## src/rtl/spp_pkg.sv

```systemverilog
package spp_pkg;

  // ----------------------------------------------------------------
  // Register indices; the byte address is four times the index.
  // ----------------------------------------------------------------
  localparam logic [4:0] IDX_CTLW = 5'h00;
  localparam logic [4:0] IDX_CTL0 = 5'h01;
  localparam logic [4:0] IDX_BRW = 5'h06;
  localparam logic [4:0] IDX_BR1 = 5'h07;
  localparam logic [4:0] IDX_MCTL = 5'h08;
  localparam logic [4:0] IDX_STAT = 5'h0a;
  localparam logic [4:0] IDX_RSV0B = 5'h0b;
  localparam logic [4:0] IDX_RXBUF = 5'h0c;
  localparam logic [4:0] IDX_RSV0D = 5'h0d;
  localparam logic [4:0] IDX_TXBUF = 5'h0e;
  localparam logic [4:0] IDX_RSV0F = 5'h0f;
  localparam logic [4:0] IDX_ICTL = 5'h1c;
  localparam logic [4:0] IDX_IFG = 5'h1d;
  localparam logic [4:0] IDX_IV = 5'h1e;

  // ----------------------------------------------------------------
  // Field positions.
  // ----------------------------------------------------------------
  localparam int CTL0_CPHA = 7;
  localparam int CTL0_CPOL = 6;
  localparam int CTL0_MSB = 5;
  localparam int CTL0_C7 = 4;
  localparam int CTL0_MST = 3;
  localparam int CTL0_MODE = 1;
  localparam int CTL1_SSEL = 6;
  localparam int CTL1_SWRST = 0;
  localparam int FLAG_TX = 1;
  localparam int FLAG_RX = 0;
  localparam logic [7:0] CTL1_MASK = 8'hc1;

  // ----------------------------------------------------------------
  // Reset values and codes.
  // ----------------------------------------------------------------
  localparam logic [7:0] CTL0_RST = 8'h01;
  localparam logic [7:0] CTL1_RST = 8'h01;
  localparam logic [1:0] IFG_RST = 2'h2;
  localparam logic [1:0] MODE_3PIN = 2'h0;
  localparam logic [1:0] MODE_4PIN_HI = 2'h1;
  localparam logic [1:0] MODE_4PIN_LO = 2'h2;
  localparam logic [1:0] MODE_I2C = 2'h3;
  localparam logic [1:0] SSEL_AUX = 2'h1;
  localparam logic [15:0] IV_NONE = 16'h0000;
  localparam logic [15:0] IV_RX = 16'h0002;
  localparam logic [15:0] IV_TX = 16'h0004;
  localparam logic [3:0] CHAR8 = 4'h8;
  localparam logic [3:0] CHAR7 = 4'h7;

  typedef enum logic {SPP_IDLE, SPP_SHIFT} spp_phase_type;

  typedef struct packed {
    logic aux_clock;
    logic main_clock;
    logic sclk;
    logic ste;
    logic sdi;
  } spp_pins_in_type;

  typedef struct packed {
    logic sclk;
    logic sclk_oe;
    logic sdo;
    logic sdo_oe;
  } spp_pins_out_type;

  typedef struct packed {
    logic [15:0] cnt;
    logic tick;
  } spp_div_type;

  typedef struct packed {
    logic [7:0] ctl0;
    logic [7:0] ctl1;
    logic [15:0] br;
    logic [7:0] mctl;
    logic listen;
    logic fe;
    logic ovr;
    logic [7:0] rxbuf;
    logic [7:0] txbuf;
    logic [1:0] ie;
    logic [1:0] ifg;
    logic tx_pending;
    spp_phase_type phase;
    logic [3:0] edge_cnt;
    logic [7:0] txsh;
    logic [7:0] rxsh;
    logic [2:0] prev;
    logic waitreq;
    logic [31:0] rdata;
    spp_pins_out_type pins;
  } spp_state_type;

endpackage

```

## src/rtl/spp_sync2.sv

```systemverilog
`timescale 1ns/10ps
module spp_sync2 #(
  parameter int W = 1
) (
  input wire logic clk,
  input wire logic rstn,
  input wire logic [W-1:0] d,
  output logic [W-1:0] q
);
  import spp_pkg::*;

  logic [W-1:0] meta;

  // The first stage feeds the second stage only.
  always_ff @(posedge clk or negedge rstn) begin
    if (!rstn) begin
      meta <= '0;
      q <= '0;
    end else begin
      meta <= d;
      q <= meta;
    end
  end
endmodule // spp_sync2

```

## src/rtl/spp_bitclk_div.sv

```systemverilog
`timescale 1ns/10ps
module spp_bitclk_div (
  input wire logic clk,
  input wire logic rstn,
  input wire logic run,
  input wire logic src_tick,
  input wire logic [15:0] divisor,
  output logic tick
);
  import spp_pkg::*;

  spp_div_type r;
  spp_div_type n;
  logic [15:0] last;

  // A divisor of zero behaves as one, the fastest rate available.
  always_comb begin
    n = r;
    last = (divisor == 16'h0000) ? 16'h0000 : divisor - 16'h0001;
    n.tick = 1'b0;
    if (!run) begin
      n.cnt = 16'h0000;
    end else if (src_tick) begin
      if (r.cnt >= last) begin
        n.cnt = 16'h0000;
        n.tick = 1'b1;
      end else begin
        n.cnt = r.cnt + 16'h0001;
      end
    end
  end

  always_ff @(posedge clk or negedge rstn) begin
    if (!rstn) begin
      r <= '0;
    end else begin
      r <= n;
    end
  end

  assign tick = r.tick;
endmodule // spp_bitclk_div

```

## src/rtl/spp_port_bank.sv

```systemverilog
`timescale 1ns/10ps
module spp_port_bank (
  input wire logic clk,
  input wire logic rstn,
  input wire logic [4:0] avs_address,
  input wire logic avs_read,
  input wire logic avs_write,
  input wire logic [31:0] avs_writedata,
  input wire logic [3:0] avs_byteenable,
  output logic [31:0] avs_readdata,
  output logic avs_waitrequest,
  input wire spp_pkg::spp_pins_in_type pins_in,
  output spp_pkg::spp_pins_out_type pins_out
);
  import spp_pkg::*;

  localparam spp_state_type STATE_RST = '{
    ctl0: CTL0_RST, ctl1: CTL1_RST, br: 16'h0000, mctl: 8'h00,
    listen: 1'b0, fe: 1'b0, ovr: 1'b0, rxbuf: 8'h00, txbuf: 8'h00,
    ie: 2'h0, ifg: IFG_RST, tx_pending: 1'b0, phase: SPP_IDLE,
    edge_cnt: 4'h0, txsh: 8'h00, rxsh: 8'h00, prev: 3'h0,
    waitreq: 1'b1, rdata: 32'h0000_0000, pins: 4'h0};

  spp_state_type r;
  spp_state_type n;
  spp_pins_in_type s_in;
  logic div_run;
  logic src_tick;
  logic div_tick;
  logic take;
  logic done_now;
  logic start_now;
  logic [15:0] iv;
  logic [31:0] rd;
  logic cpha;
  logic cpol;
  logic msb;
  logic mst;
  logic swrst;
  logic four;
  logic ste_en;
  logic spi_ok;
  logic m_inact;
  logic s_inact;
  logic busy;
  logic sdi_eff;
  logic edge_ev;
  logic [1:0] mode;
  logic [3:0] nbits;
  logic [3:0] cnt;
  logic [3:0] bitn;
  logic [3:0] oidx;

  function automatic logic [2:0] bpos(input logic [3:0] i, input logic [3:0] nb,
                                      input logic m);
    logic [3:0] p;
    p = m ? nb - 4'h1 - i : i;
    return p[2:0];
  endfunction

  // ----------------------------------------------------------------
  // Pin synchronisers and bit-clock divider.
  // ----------------------------------------------------------------
  spp_sync2 #(.W(5)) u_sync (
    .clk(clk),
    .rstn(rstn),
    .d(pins_in),
    .q(s_in)
  );

  spp_bitclk_div u_div (
    .clk(clk),
    .rstn(rstn),
    .run(div_run),
    .src_tick(src_tick),
    .divisor(r.br),
    .tick(div_tick)
  );

  // ----------------------------------------------------------------
  // Decoded configuration and read view.
  // ----------------------------------------------------------------
  always_comb begin
    cpha = r.ctl0[CTL0_CPHA];
    cpol = r.ctl0[CTL0_CPOL];
    msb = r.ctl0[CTL0_MSB];
    mst = r.ctl0[CTL0_MST];
    mode = r.ctl0[CTL0_MODE +: 2];
    swrst = r.ctl1[CTL1_SWRST];
    nbits = r.ctl0[CTL0_C7] ? CHAR7 : CHAR8;
    four = (mode == MODE_4PIN_HI) || (mode == MODE_4PIN_LO);
    ste_en = (mode == MODE_4PIN_HI) ? s_in.ste : !s_in.ste;
    spi_ok = (mode != MODE_I2C);
    // A master sees the select at its slave-enable level as a rival master.
    m_inact = mst && four && ste_en;
    s_inact = !mst && four && !ste_en;
    busy = (r.phase == SPP_SHIFT) || (mst && r.tx_pending);
    if (r.ifg[FLAG_RX] && r.ie[FLAG_RX]) begin
      iv = IV_RX;
    end else if (r.ifg[FLAG_TX] && r.ie[FLAG_TX]) begin
      iv = IV_TX;
    end else begin
      iv = IV_NONE;
    end
    rd = 32'h0000_0000;
    case (avs_address)
      IDX_CTLW: rd[15:0] = {r.ctl0, r.ctl1};
      IDX_CTL0: rd[7:0] = r.ctl0;
      IDX_BRW: rd[15:0] = r.br;
      IDX_BR1: rd[7:0] = r.br[15:8];
      IDX_MCTL: rd[7:0] = r.mctl;
      IDX_STAT: rd[7:0] = {r.listen, r.fe, r.ovr, 4'h0, busy};
      IDX_RXBUF: rd[7:0] = r.rxbuf;
      IDX_TXBUF: rd[7:0] = r.txbuf;
      IDX_ICTL: rd[15:0] = {6'h00, r.ifg, 6'h00, r.ie};
      IDX_IFG: rd[7:0] = {6'h00, r.ifg};
      IDX_IV: rd[15:0] = iv;
      default: rd = 32'h0000_0000;
    endcase
  end

  // ----------------------------------------------------------------
  // Next-state logic: bus first, then shift engine, so that a
  // hardware set in the same cycle overrides a software clear.
  // ----------------------------------------------------------------
  always_comb begin
    n = r;
    take = (avs_read || avs_write) && !r.waitreq;
    done_now = 1'b0;
    start_now = 1'b0;
    // Bus answer: data captured on the first edge, effects on the second.
    n.waitreq = 1'b1;
    if ((avs_read || avs_write) && r.waitreq) begin
      n.waitreq = 1'b0;
      n.rdata = rd;
    end
    if (take && avs_write && avs_byteenable[0]) begin
      case (avs_address)
        IDX_CTLW: n.ctl1 = avs_writedata[7:0] & CTL1_MASK;
        IDX_CTL0: n.ctl0 = avs_writedata[7:0];
        IDX_BRW: n.br[7:0] = avs_writedata[7:0];
        IDX_BR1: n.br[15:8] = avs_writedata[7:0];
        IDX_MCTL: n.mctl = avs_writedata[7:0];
        IDX_STAT: {n.listen, n.fe, n.ovr} = avs_writedata[7:5];
        IDX_TXBUF: begin
          n.txbuf = r.ctl0[CTL0_C7] ? {1'b0, avs_writedata[6:0]}
                                    : avs_writedata[7:0];
          n.ifg[FLAG_TX] = 1'b0;
          n.tx_pending = 1'b1;
        end
        IDX_ICTL: n.ie = avs_writedata[1:0];
        IDX_IFG: n.ifg = avs_writedata[1:0];
        default: ;
      endcase
    end
    if (take && avs_write && avs_byteenable[1]) begin
      case (avs_address)
        IDX_CTLW: n.ctl0 = avs_writedata[15:8];
        IDX_BRW: n.br[15:8] = avs_writedata[15:8];
        IDX_ICTL: n.ifg = avs_writedata[9:8];
        default: ;
      endcase
    end
    if (take && avs_read && avs_address == IDX_RXBUF) begin
      n.ifg[FLAG_RX] = 1'b0;
      n.ovr = 1'b0;
      n.fe = 1'b0;
    end
    if (take && avs_address == IDX_IV) begin
      if (iv == IV_RX) begin
        n.ifg[FLAG_RX] = 1'b0;
      end else if (iv == IV_TX) begin
        n.ifg[FLAG_TX] = 1'b0;
      end
    end

    // Bit-clock source: rising edges of the synchronised source pins.
    n.prev = {s_in.aux_clock, s_in.main_clock, s_in.sclk};
    if (r.ctl1[CTL1_SSEL +: 2] == SSEL_AUX) begin
      src_tick = s_in.aux_clock && !r.prev[2];
    end else if (r.ctl1[CTL1_SSEL + 1]) begin
      src_tick = s_in.main_clock && !r.prev[1];
    end else begin
      src_tick = 1'b0;
    end
    div_run = mst && (r.phase == SPP_SHIFT) && !swrst && !m_inact;

    // Shift engine.
    sdi_eff = r.listen ? r.pins.sdo : s_in.sdi;
    if (mst) begin
      edge_ev = (r.phase == SPP_SHIFT) && div_tick && !m_inact;
    end else begin
      edge_ev = (s_in.sclk ^ r.prev[0]) && !s_inact && spi_ok;
    end
    cnt = (r.phase == SPP_IDLE) ? 4'h0 : r.edge_cnt;
    bitn = {1'b0, cnt[3:1]};
    oidx = cpha ? bitn + 4'h1 : bitn;
    if (edge_ev && !swrst) begin
      if (mst) begin
        n.pins.sclk = !r.pins.sclk;
      end
      if (cnt[0] == cpha) begin
        if (oidx < nbits) begin
          n.pins.sdo = r.txsh[bpos(oidx, nbits, msb)];
        end
      end else begin
        n.rxsh[bpos(bitn, nbits, msb)] = sdi_eff;
      end
      if (cnt == {nbits[2:0] - 3'h1, 1'b1}) begin
        done_now = 1'b1;
        n.phase = SPP_IDLE;
        n.edge_cnt = 4'h0;
        if (n.ifg[FLAG_RX]) begin
          n.ovr = 1'b1;
        end
        n.rxbuf = n.rxsh;
        n.ifg[FLAG_RX] = 1'b1;
        n.rxsh = 8'h00;
      end else begin
        n.phase = SPP_SHIFT;
        n.edge_cnt = cnt + 4'h1;
      end
    end
    // Loading the shift register frees the buffer for the next character.
    if (r.phase == SPP_IDLE && r.tx_pending && !swrst && spi_ok && !edge_ev
        && !m_inact) begin
      start_now = 1'b1;
      n.txsh = r.txbuf;
      n.tx_pending = 1'b0;
      n.ifg[FLAG_TX] = 1'b1;
      n.rxsh = 8'h00;
      if (cpha) begin
        n.pins.sdo = r.txbuf[bpos(4'h0, nbits, msb)];
      end
      if (mst) begin
        n.phase = SPP_SHIFT;
        n.edge_cnt = 4'h0;
      end
    end
    if (mst && r.phase == SPP_IDLE && !start_now) begin
      n.pins.sclk = cpol;
    end
    if (m_inact) begin
      n.fe = 1'b1;
      n.phase = SPP_IDLE;
      n.edge_cnt = 4'h0;
    end
    n.pins.sclk_oe = mst && !m_inact && !swrst && spi_ok;
    n.pins.sdo_oe = !swrst && spi_ok && (mst ? !m_inact : !s_inact);
    // Soft reset keeps the configuration except the interrupt enables, which it clears, and stops all traffic.
    if (swrst) begin
      n.phase = SPP_IDLE;
      n.edge_cnt = 4'h0;
      n.tx_pending = 1'b0;
      n.ifg = IFG_RST;
      n.ie = 2'h0;
      n.pins.sclk = cpol;
    end
  end

  always_ff @(posedge clk or negedge rstn) begin
    if (!rstn) begin
      r <= STATE_RST;
    end else begin
      r <= n;
    end
  end

  assign avs_readdata = r.rdata;
  assign avs_waitrequest = r.waitreq;
  assign pins_out = r.pins;
endmodule // spp_port_bank

```

## config.mk

```make
export PLATFORM = sky130hd
export DESIGN_NAME = spp_port_bank
export DESIGN_NICKNAME = d
export VERILOG_FILES = /design/src/rtl/spp_pkg.sv /design/src/rtl/spp_sync2.sv /design/src/rtl/spp_bitclk_div.sv /design/src/rtl/spp_port_bank.sv
export SDC_FILE = /design/constraint.sdc
export NUM_CORES = 1
export LEC_CHECK = 0
export ABC_AREA = 1
export BUFFER_PORTS_ARGS = -buffer_cell sky130_fd_sc_hd__buf_4
export CORE_MARGIN = 8
export CORE_UTILIZATION = 45
export DETAILED_ROUTE_END_ITERATION = 10
export MAX_ROUTING_LAYER = met4
export PLACE_DENSITY = 0.7
export SLEW_MARGIN = 20
export SYNTH_ARGS = -nofsm -noshare
export SYNTH_HDL_FRONTEND = slang
export SYNTH_SLANG_ARGS = --single-unit
```

## constraint.sdc

```tcl
create_clock -name clk -period 3.5 [get_ports clk]
set_clock_uncertainty 0.2 [all_clocks]
set_input_delay 0.525 -clock clk [delete_from_list [all_inputs] [get_ports clk]]
set_output_delay 0.525 -clock clk [all_outputs]
set_load 0.05 [all_outputs]
```

======== After elaboration in Yosys (flattened, before gate mapping) ========
Cells that the tools add are included.
storage, ports and cells
  flip-flop bits (word level) ............. 131
  bits in latches ......................... 0
  memory bits (writable) .................. 0
  ROM bits ................................ 0
  bits of input ports ..................... 50
  output and inout port bits .............. 37
  word-level logic and storage cells ...... 218
  memories kept ........................... 0
cells by class
  $add $sub $neg .......................... 8
  multipliers ............................. 0
  divide/modulo/power cells ............... 0
  magnitude comparators ................... 6
  equality and inequality tests ........... 19
  shifts and indexed selects .............. 0
  muxes and demuxes ....................... 81
  bitwise logic cells ..................... 2
  reduce and logical (&&, ||, !) cells .... 74
operators by type and width
  operator                                              count
  2-to-1 mux 8 bit                                      13
  case mux 8 bit (11 select lines)                      1
  2-to-1 mux 16 bit                                     4
  2-to-1 mux 43 bit                                     1
  logical AND 1 bit                                     38
  2-to-1 mux 33 bit                                     1
  2-to-1 mux 1 bit                                      32
  case mux 8 bit (4 select lines)                       1
  2-to-1 mux 5 bit                                      5
  2-to-1 mux 22 bit                                     1
  equality test 5 x 4 -> 1 bit, second input constant   4
  AND reduction 2 bit                                   10
  2-to-1 mux 9 bit                                      2
  nonzero test 3 bit                                    6
  2-to-1 mux 17 bit                                     1
  adder 16 x 1 -> 16 bit, second input constant         1
  equality test 16 x 2 -> 1 bit, second input constant  1
  equality test 16 x 3 -> 1 bit, second input constant  1
  greater-or-equal comparator 16 bit                    1
  zero test 16 bit                                      1
  subtractor 16 x 1 -> 16 bit, second input constant    1
  equality test 5 bit, second input constant            3
  2-to-1 mux 3 bit                                      5
  zero test 1 bit                                       12
  26 further kinds                                      44

======== Depth between registers and ports, before layout ========
Gate-level depths: netlist of the first run.
  depth in word-level cells ............... 16
  gate-level depth with buffers ........... 18

======== By module ========
From an unflattened synthesis of the first run, not the netlist that was laid out.
unflattened totals
  cell total of the unflattened synthesis .. 1103
  area, all modules ....................... 8320.5 µm²
by module, submodules not included
  module          times used  cells each  area an instance (µm²)
  spp_port_bank   1           783         6037.0
  spp_bitclk_div  1           310         2033.2
  spp_sync2       1           10          250.2

======== Worst setup path before layout of the first run ========
Ideal clock, no wire load.
  kind .................................... register to register
  start point ............................. register r[95] (netlist bit)
  end point ............................... register u_div.r[10] (netlist bit)
  setup time .............................. 0.126 ns
  arrival ................................. 2.468 ns
  required time ........................... 3.174 ns
  path slack .............................. 0.705 ns
  stages on the path, launching flop included .. 16
  period minus slack after synthesis ...... 2.795 ns
  cell sequence ........................... dfrtp_1 -> nor3_2 -> nand3_2 -> nor2_1 -> nand2_1 -> nor2_2 -> nand2_1 -> a21oi_1 -> o21ai_0 -> ha_1 -> nand3_1 -> nor3_1 -> nand3_1 -> nand3_1 -> buf_2 -> o22ai_1
on the way
  word-level cells in the longest chain between the ends .. 6
  elaborated cells between the ends (all ways) .. 7
ends and longest elaborated chain
  item                                                                    RTL line              source
  start: declaration                                                      spp_port_bank.sv:24   spp_state_type r;
  start signal: assignment                                                spp_port_bank.sv:265  r <= n;
  subtractor 16 x 1 -> 16 bit / zero test 16 bit (equally long branches)  spp_bitclk_div.sv:19  last = (divisor == 16'h0000) ? 16'h0000 : divisor - 16'h0001;
  2-to-1 mux 16 bit (*)                                                   spp_bitclk_div.sv:19
  greater-or-equal comparator 16 bit (*)                                  spp_bitclk_div.sv:24  if (r.cnt >= last) begin
  2-to-1 mux 16 bit (*)                                                   spp_bitclk_div.sv:24
  2-to-1 mux 17 bit (*)                                                   spp_bitclk_div.sv:23  end else if (src_tick) begin
  2-to-1 mux 16 bit (*)                                                   spp_bitclk_div.sv:21  if (!run) begin
  end signal: assignment                                                  spp_bitclk_div.sv:37  r <= n;
  end: declaration                                                        spp_bitclk_div.sv:12  spp_div_type r;
Mark *: on every way between the ends. The rest lies on a longest branch, timed or not. The select of a mux whose other input is x is not followed.
A chain may end at the register's enable or synchronous reset.

======== Worst setup path after layout of the first run ========
  start point ............................. register r[95] (netlist bit)
  end point ............................... register u_div.r[15] (netlist bit)
The elaborated chain is that of the path after synthesis.

==> results of run 1 <==
stage by stage:
step / hold WS, ps / utilization / cell area (sq um)
2_1_floorplan: 29.4 / - / 8070
3_3_place_gp: 132 / 0.471 / 8350
3_5_place_dp: 135 / 0.471 / 8350
4_1_cts: 148 / 0.507 / 8990
5_1_grt: 153 / 0.508 / 9000
6_report: 146 / 0.508 / 9000
routing by layer:
metal  global-route usage  vias up
met4               0.0818        0
met1                0.283     3337
met2                0.289      299
li1                     -     3463
met5                    -        -
met3               0.0360       48
report_power, final:
part,internal [mW],leakage (nW),total (mW),switching (mW)
registers,1.63,1.63,1.74,0.108
clock network,1.03,0.279,1.73,0.698
logic,0.237,2.49,0.789,0.552
total,2.90,4.40,4.26,1.36
timing repair:
action,4_1_cts,5_1_grt
hold buffers,6,0
resized for setup,0,2
setup endpoints to repair,0,17
endpoints found under the hold margin,66,0
sequential cells by signal, summed over array words and instances, names as in the netlist:
signal and cells:
u_div.tick 1, avs_waitrequest 1, cpha 1, pins_out 4
u_sync.q 5, mode 2, msb 1, cpol 1
u_div.r 16, mst 1, r 77, u_sync.meta 5
avs_readdata 16
cells by family (layout without fill, tap and decap cells):
| family | count (synthesis) | in the layout |
|---|---|---|
| flops | 131 | 131 |
| simple gates | 467 | 467 |
| compound gates | 206 | 206 |
| fa+ha+maj | 31 | 31 |
| other cells | 1 | 16 |
| buf+inv | 199 | 232 |
| xor+xnor | 13 | 13 |
worst max-delay path: stages (launching register included):
cell,delay (ps)
dfrtp_1,440
nor3_4,240
nand3_2,130
nor2_1,210
nand2_1,90
nor2_2,150
nand2_1,70
nand2_1,60
nand3_1,70
ha_1,310
nand2_1,70
inv_1,50
nand3_1,100
nor3_2,160
nand3_1,100
nand3_1,90
buf_4,230
o21ai_0,130
layout make-up:
class	instances	area, sq um	area share
clock buffer	21	470	0.0523
multi-input combinational	733	3830	0.426
tap	229	287	0.0318
clock inverter	11	104	0.0115
timing repair buffer	62	497	0.0552
sequential	131	3280	0.365
inverter	138	523	0.0581
worst max path at each step:
stage	to	depth (start not counted)	from	slack, ps
finish	u_div.r[15]	17	r[95]	480
global route	u_div.r[13]	15	r[95]	100
CTS	u_div.r[13]	17	r[95]	370
detailed placement	u_div.r[5]	17	r[95]	380
global placement	u_div.r[15]	17	r[95]	460
floorplan	u_div.r[10]	15	r[95]	710
cells in the mapped netlist (all sizes together) (2+ instances only):
cell	instances	area, sq um
buf	56	422
inv	138	523
xnor2	4	35.0
o22ai	39	244
a31oi	2	12.5
nand3b	2	15.0
nand3	71	388
dfstp	4	105
a21oi	32	160
nand4	9	62.6
o211ai	12	95.1
nor2	100	449
or2	8	52.6
nor3	23	140
dfrtp	127	3180
a22oi	2	15.0
o21ai	113	577
ha	31	388
xor2	9	78.8
nand2	252	990
clkbuf	5	20.0
==> results.cfg, run 1 <==
[synth]
synth_edf_count = 0
ys_ff_latch = 131
syn_area_per_cell_sq_um = 7.65
synth-async-reset-ratio = 1.00
post_synth_xor_area_fraction = 0.0142
synth_top_family_by_area = simple AND/OR/NAND/NOR gates
syn_inst = 1048
yosys.area_share.simple = 0.263
synth_ff_type = dfrtp_1
synthAdderAreaFrac = 0.0484
ys_seq_area_frac = 0.410
netlist_area_sq_mm = 0.00801
synthMuxAreaShare = 0
synth_compound_area_frac = 0.144
yosysUniqueCellTypes = 51
yosys_warnings = 0

[timing]
setup_viol = 0
slew_violations = 0
hold_violations = 0
final.min_clock_period_ps = 3020
worst_pin_slew_ps = 653
setup_ws_ps = 479
period_share = 0.863
fin_setup_tns_ps = 0
relSlewSlack = 0.565
max_freq_ghz = 0.331
rsz0062_at_grt = false

[worst_setup_path]
ff2ff_path_depth = 17
end_kind = flop
start_kind = flop
critPathKind = flop to flop
required_ps = 3600
crit_fanout = 17
cp.arrival_ps = 3120
r2r-end = u_div.r[15]
r2r_slack_ps = 480
rr_startpoint = r[95]

[route]
drc = 0
wl_mm = 21.9
highest_layer = met4
wl_met1_mm = 10.1
wl_per_cell_microns = 16.6
vias = 7147
dr.pass1.iters = 6
wl_met2_mm = 9.53
met3_wirelength_mm = 1.71
vias_per_cell = 5.39
drtIter0Drc = 785
postRouteAntennaNets = 0

[final_layout]
final_common_cell = nand2_1
fillerInstances = 1704
area_growth_pct = 12.3
layoutNonFillerInstCount = 1325
layout_common_cells = nand2_1 (244), inv_1 (130), dfrtp_1 (127)
nets = 1164
diodes = 0
drive_gt1_frac = 0.129

[min_path]
hold_path.class = flop to flop
hold_path_depth = 0
min_to = u_sync.q[0]
min-delay-start = u_sync.meta[0]

[clocking]
cts_sinks = 131
clk_pin_slew_ps = 60
cts_buffers = 17
clk_path_buf_depth = 2
htree_levels = 4
cts_root_buf = clkbuf_16
cts_setup_buffers = 0
clock_latency_ps = 430
tritoncts = done

[floorplanning]
core_sq_mm = 0.0177
die_h_microns = 149
dieArea_sq_mm = 0.0223
initial_utilization = 0.452
ios = 87
row_count = 49
fp.dieW_microns = 149

[place]
io_buffers = 52
place_inst = 1287
dp_hpwl_mm = 16.4
place.gp.congestion = 0.922
preCtsSetupSlack_ps = 378

[pwr]
powerDensity_mw_per_mm2 = 473
p_leak_nw = 4.40
ir_worst_vdd_mv = 0.411
power_mw = 4.26

[global_route]
grt_pass1_vias = 6431
grt_use_total = 0.204
grt_pass1_wl_mm = 34.4
grt_antenna_before_repair = 0
overflow = 0
grt_start_max_net_pins = 68

[outcome]
outcome = finished clean

[flow_run]
maxCapViolCount = 0
(Power assumes the default switching activity.)
==> run 2: changes to the inputs <==
- CORE_ASPECT_RATIO: not set -> 1.2
==> results.cfg, run 2 (same netlist as run 1, synthesis figures left out) <==
[outcome]
outcome = finished clean

[clocking]
htree_levels = 4
cts_setup_buffers = 0
clock_latency_ps = 420
clk_path_buf_depth = 2
clk_pin_slew_ps = 60
cts_sinks = 131
tritoncts = done
cts_root_buf = clkbuf_16
cts_buffers = 17

[route]
vias_per_cell = 5.36
drc = 0
drtIter0Drc = 685
vias = 7074
postRouteAntennaNets = 0
dr.pass1.iters = 5
wl_per_cell_microns = 16.6
wl_mm = 21.9

[min_path]
min-delay-start = u_sync.meta[4]
hold_path.class = flop to flop

[global_route]
grt_pass1_vias = 6759
overflow = 0
grt_start_max_net_pins = 73
grt_pass1_wl_mm = 35.0
grt_antenna_before_repair = 0
grt_use_total = 0.208

[final_layout]
diodes = 0
final_common_cell = nand2_1
fillerInstances = 1702
layout_common_cells = nand2_1 (244), inv_1 (130), dfrtp_1 (127)
area_growth_pct = 13.1
nets = 1167
top_register = r
drive_gt1_frac = 0.130
largest_register_ffs = 77
layoutNonFillerInstCount = 1319

[worst_setup_path]
worstPathBufferInverterCount = 3
critPathMaxStageDelay_ps = 410
crit_slowest_cell = dfrtp_1
critical-path-top-delay-family = simple AND/OR/NAND/NOR gates
start_kind = flop
end_kind = flop
path_cells = inv_1, ha_1, nand2_1, nor2_1, nand3_1, nor4_1, o211ai_1, ha_1, nand2_1, inv_1, nand3_1, nor3_1, nand3_1, nand3_1, buf_4, o21ai_0
crit_top_cell = nand3_1
cp.arrival_ps = 3210
required_ps = 3600
critPathKind = flop to flop
rr_startpoint = r[93]
startpoint = r[93]
crit_fanout = 17

[floorplanning]
dieArea_sq_mm = 0.0224
row_count = 53
fp.dieW_microns = 138
initial_utilization = 0.458
ios = 87
die_h_microns = 162
core_sq_mm = 0.0175

[timing]
holdWs_ps = 148
max_freq_ghz = 0.321
worst_pin_slew_ps = 685
period_share = 0.890
final.min_clock_period_ps = 3110
fin_setup_tns_ps = 0
rsz0062_at_grt = false
hold_violations = 0
setup_viol = 0
slew_violations = 0
relSlewSlack = 0.543

[place]
place.gp.congestion = 0.945
dp_hpwl_mm = 16.5
io_buffers = 52
place_inst = 1281

[pwr]
ir_worst_vdd_mv = 0.342
p_leak_nw = 4.43
power_mw = 4.49
powerDensity_mw_per_mm2 = 496

[flow_run]
maxCapViolCount = 0
run 2: cell count changes in the layout (fill, tap and decap cells not counted), sizes merged:
cell / delta
buf: +3
clkbuf: -2
clkinv: -2
bufinv: +4
run 2: final timing paths:
check                                       end  slack (ps)  cells after the start
worst max-delay path                u_div.r[12]         390                     16
max in group asynchronous       avs_waitrequest        1790                      3
worst min register to register      u_sync.q[4]         150                      0
worst min-delay path                u_sync.q[4]         150                      0
min in group asynchronous            u_div.r[5]         470                      2
worst max register to register      u_div.r[12]         390                     16
run 2: repair_timing:
action,CTS,global route
resized for setup,0,0
hold buffers,6,0
endpoints found under the hold margin,71,0
run 2: per-stage QoR:
stage / setup WS [ps] / instance area (sq um) / utilization
floorplan: 705 / 8070 / -
global placement: 502 / 8350 / 0.477
detailed placement: 445 / 8350 / 0.477
CTS: 418 / 9060 / 0.518
global route: 28.8 / 9060 / 0.518
finish: 386 / 9060 / 0.518
run 2: layout make-up:
cell class                      instances  area (sq um)  area share
Multi-Input combinational cell        733          3820       0.422
Sequential cell                       131          3280       0.362
Inverter                              138           523      0.0577
Timing Repair Buffer                   65           507      0.0559
Clock buffer                           19           443      0.0489
Tap cell                              220           275      0.0304
Clock inverter                         13           206      0.0228
run 2: layer usage:
layer,GRT usage,up-vias,routed length (microns)
met1,0.240,3291,8760
met5,-,-,0
li1,-,3484,-
met3,0.0377,49,1230
met2,0.341,250,11000
met4,0.0979,0,867
run 2: worst reg2reg max path, cell delays in order (launching register included):
cell	delay, ps
dfrtp_1	410
inv_1	150
ha_1	200
nand2_1	130
nor2_1	170
nand3_1	140
nor4_1	200
o211ai_1	120
ha_1	300
nand2_1	70
inv_1	50
nand3_1	70
nor3_1	220
nand3_1	100
nand3_1	90
buf_4	220
o21ai_0	130
run 2: report_power, final:
group          internal [mW]  total, mW  switching [mW]
sequential              1.63       1.73           0.106
clock                   1.28       1.96           0.680
combinational          0.239      0.798           0.559
total                   3.15       4.49            1.34
==> run 3: changes to the inputs <==
- SYNTH_HIERARCHICAL: not set -> 1
==> results.cfg, run 3 <==
[outcome]
outcome = finished clean

[floorplanning]
dieArea_sq_mm = 0.0231
fp.dieW_microns = 140
ios = 87
die_h_microns = 165
initial_utilization = 0.458
core_sq_mm = 0.0182
row_count = 54

[clocking]
cts_setup_buffers = 0
cts_buffers = 17
clk_path_buf_depth = 2
tritoncts = done
cts.repair.resized = 0
cts_hold_buf = 6
clock_latency_ps = 430
cts_root_buf = clkbuf_16
clk_pin_slew_ps = 60
htree_levels = 4
cts_sinks = 131

[final_layout]
largest_register_ffs = 77
final_util = 0.514
fillerInstances = 1748
drive_gt1_frac = 0.148
nets = 1221
final_common_cell = nand2_1
diodes = 0
layoutNonFillerInstCount = 1380
layout_common_cells = nand2_1 (300), inv_1 (134), dfrtp_1 (127)
top_register = r
area_growth_pct = 12.2

[pwr]
ir_worst_vdd_mv = 0.380
p_int_mw = 3.10
powerDensity_mw_per_mm2 = 498
switching_share = 0.334
power_frac_comb = 0.228
p_leak_nw = 4.75
clkPwrFrac = 0.397
switchingPower_mw = 1.55
power_frac_seq = 0.375

[timing]
max_freq_ghz = 0.328
final.min_clock_period_ps = 3050
rsz0062_at_grt = false
worst_pin_slew_ps = 928
period_share = 0.872
holdWs_ps = 125
hold_violations = 0
fin_setup_tns_ps = 0
setup_ws_ps = 449
relSlewSlack = 0.381
slew_violations = 0
setup_viol = 0

[min_path]
hold_path.class = input pin to flop

[synth]
yosysUniqueCellTypes = 50
syn_inst = 1103
synth_top_area_share = 0.382
synth_ff_type = dfrtp_1
synth-async-reset-ratio = 1.00
synth_area_leaders = dfrtp_1 (38%), nand2_1 (14%), inv_1 (6.0%), nand3_1 (5.1%), o21ai_0 (4.5%)
yosys_warnings = 6
synth_edf_count = 0
netlist_area_sq_mm = 0.00832
syn_area_per_cell_sq_um = 7.54
synth_commonest_cells = nand2_1 (300), inv_1 (134), dfrtp_1 (127)
ys_seq_area_frac = 0.395
ys_ff_latch = 131
synth_top_area_cell = dfrtp_1
post-synth-top-count-cell = nand2_1

[global_route]
grt_pass1_wl_mm = 36.3
grt_use_total = 0.208
grt_pass1_vias = 6945
grt_start_max_net_pins = 74
grt_antenna_before_repair = 0
overflow = 0

[route]
drtIter0Drc = 580
postRouteAntennaNets = 0
vias = 7179
wl_mm = 22.8
drc = 0
wl_per_cell_microns = 16.5
dr.pass1.iters = 7
vias_per_cell = 5.20

[worst_setup_path]
crit_fanout = 14
path_cells = nor2_2, nand3_1, nor3_4, nand3_2, nand2_1, or2_1, ha_1, a21oi_1, o21ai_0, a21oi_2, nand2_2, o21bai_1
cp.arrival_ps = 3200
required_ps = 3650
critPathMaxStageDelay_ps = 490
worstPathBufferInverterCount = 0
critical-path-top-delay-family = simple AND/OR/NAND/NOR gates
start_kind = flop
crit_slowest_cell = dfrtp_1
critPathKind = flop to flop
end_kind = flop

[place]
dp_hpwl_mm = 17.4
place.gp.congestion = 0.958
io_buffers = 52
place_inst = 1342
preCtsSetupSlack_ps = 467

[flow_run]
maxCapViolCount = 0
-- run 3: cell types whose count changed after synthesis, sizes merged, moves of 3 or more --
cell and delta:
nand3 +24, o22ai -27, nor3 -11, o21ai -22, buf -4, xnor2 -3
o21bai +16, ha -3, inv +10, a21oi +7, o211ai +4, nand2 +65
-- run 3: cells by family (layout without fill, tap and decap cells) --
group | Yosys count | in the layout | synth area share
AO/OA/AOI/OAI | 186 | 186 | 0.129
XOR/XNOR | 9 | 9 | 0.00947
adder cells (fa/ha/maj) | 28 | 28 | 0.0421
buffers and inverters | 204 | 242 | 0.117
flip-flops | 131 | 131 | 0.395
other | 1 | 16 | 0.000451
AND/OR/NAND/NOR | 544 | 544 | 0.307
-- run 3: per-stage QoR --
step / total power, mW / cell area [sq um]
after floorplan: 2.55 / 8380
after global placement: 2.80 / 8670
after detailed placement: 2.82 / 8670
after CTS: 4.68 / 9340
after global routing: 4.88 / 9340
final: 4.65 / 9340
-- run 3: worst paths after layout --
kind                                  startpoint          end  slack (ps)  depth (start not counted)
min in group asynchronous                   rstn   u_div/r[9]         450                          2
worst max register to register            r[106]   u_div/r[5]         450                         12
worst max-delay path                      r[106]   u_div/r[5]         450                         12
max in group asynchronous                   rstn        r[63]        1840                          3
worst min register to register    u_sync/meta[1]  u_sync/q[1]         150                          0
worst min-delay path            avs_writedata[5]        r[90]         130                          3
-- run 3: area by class of cell --
type,count,area (sq um),area share
clock buffer,17,425,0.0456
inverter,149,563,0.0603
multi-input combinational,783,4120,0.441
timing repair buffer,61,489,0.0524
clock inverter,15,181,0.0194
sequential,131,3280,0.352
tap,224,280,0.0300
-- run 3: per-layer routing --
layer	vias to the layer above	track usage	share of wire
li1	3605	-	-
met1	3356	0.230	0.40
met2	187	0.372	0.53
met3	31	0.0324	0.047
met4	0	0.0786	0.025
met5	-	-	0
-- run 3: worst reg2reg max path, cell delays in order, from the launching register on --
cell,delay (ps)
dfrtp_1,490
nor2_2,230
nand3_1,140
nor3_4,170
nand3_2,300
nand2_1,150
or2_1,120
ha_1,240
a21oi_1,150
o21ai_0,100
a21oi_2,270
nand2_2,240
o21bai_1,190
-- run 3: power groups by stage --
| stage | Sequential (mW) | Combinational (mW) | Clock (mW) |
|---|---|---|---|
| floorplan | 1.72 | 0.824 | 0 |
| global placement | 1.76 | 1.03 | 0 |
| detailed placement | 1.77 | 1.05 | 0 |
| CTS | 1.74 | 1.06 | 1.87 |
| global route | 1.76 | 1.20 | 1.93 |
| finish | 1.74 | 1.06 | 1.85 |
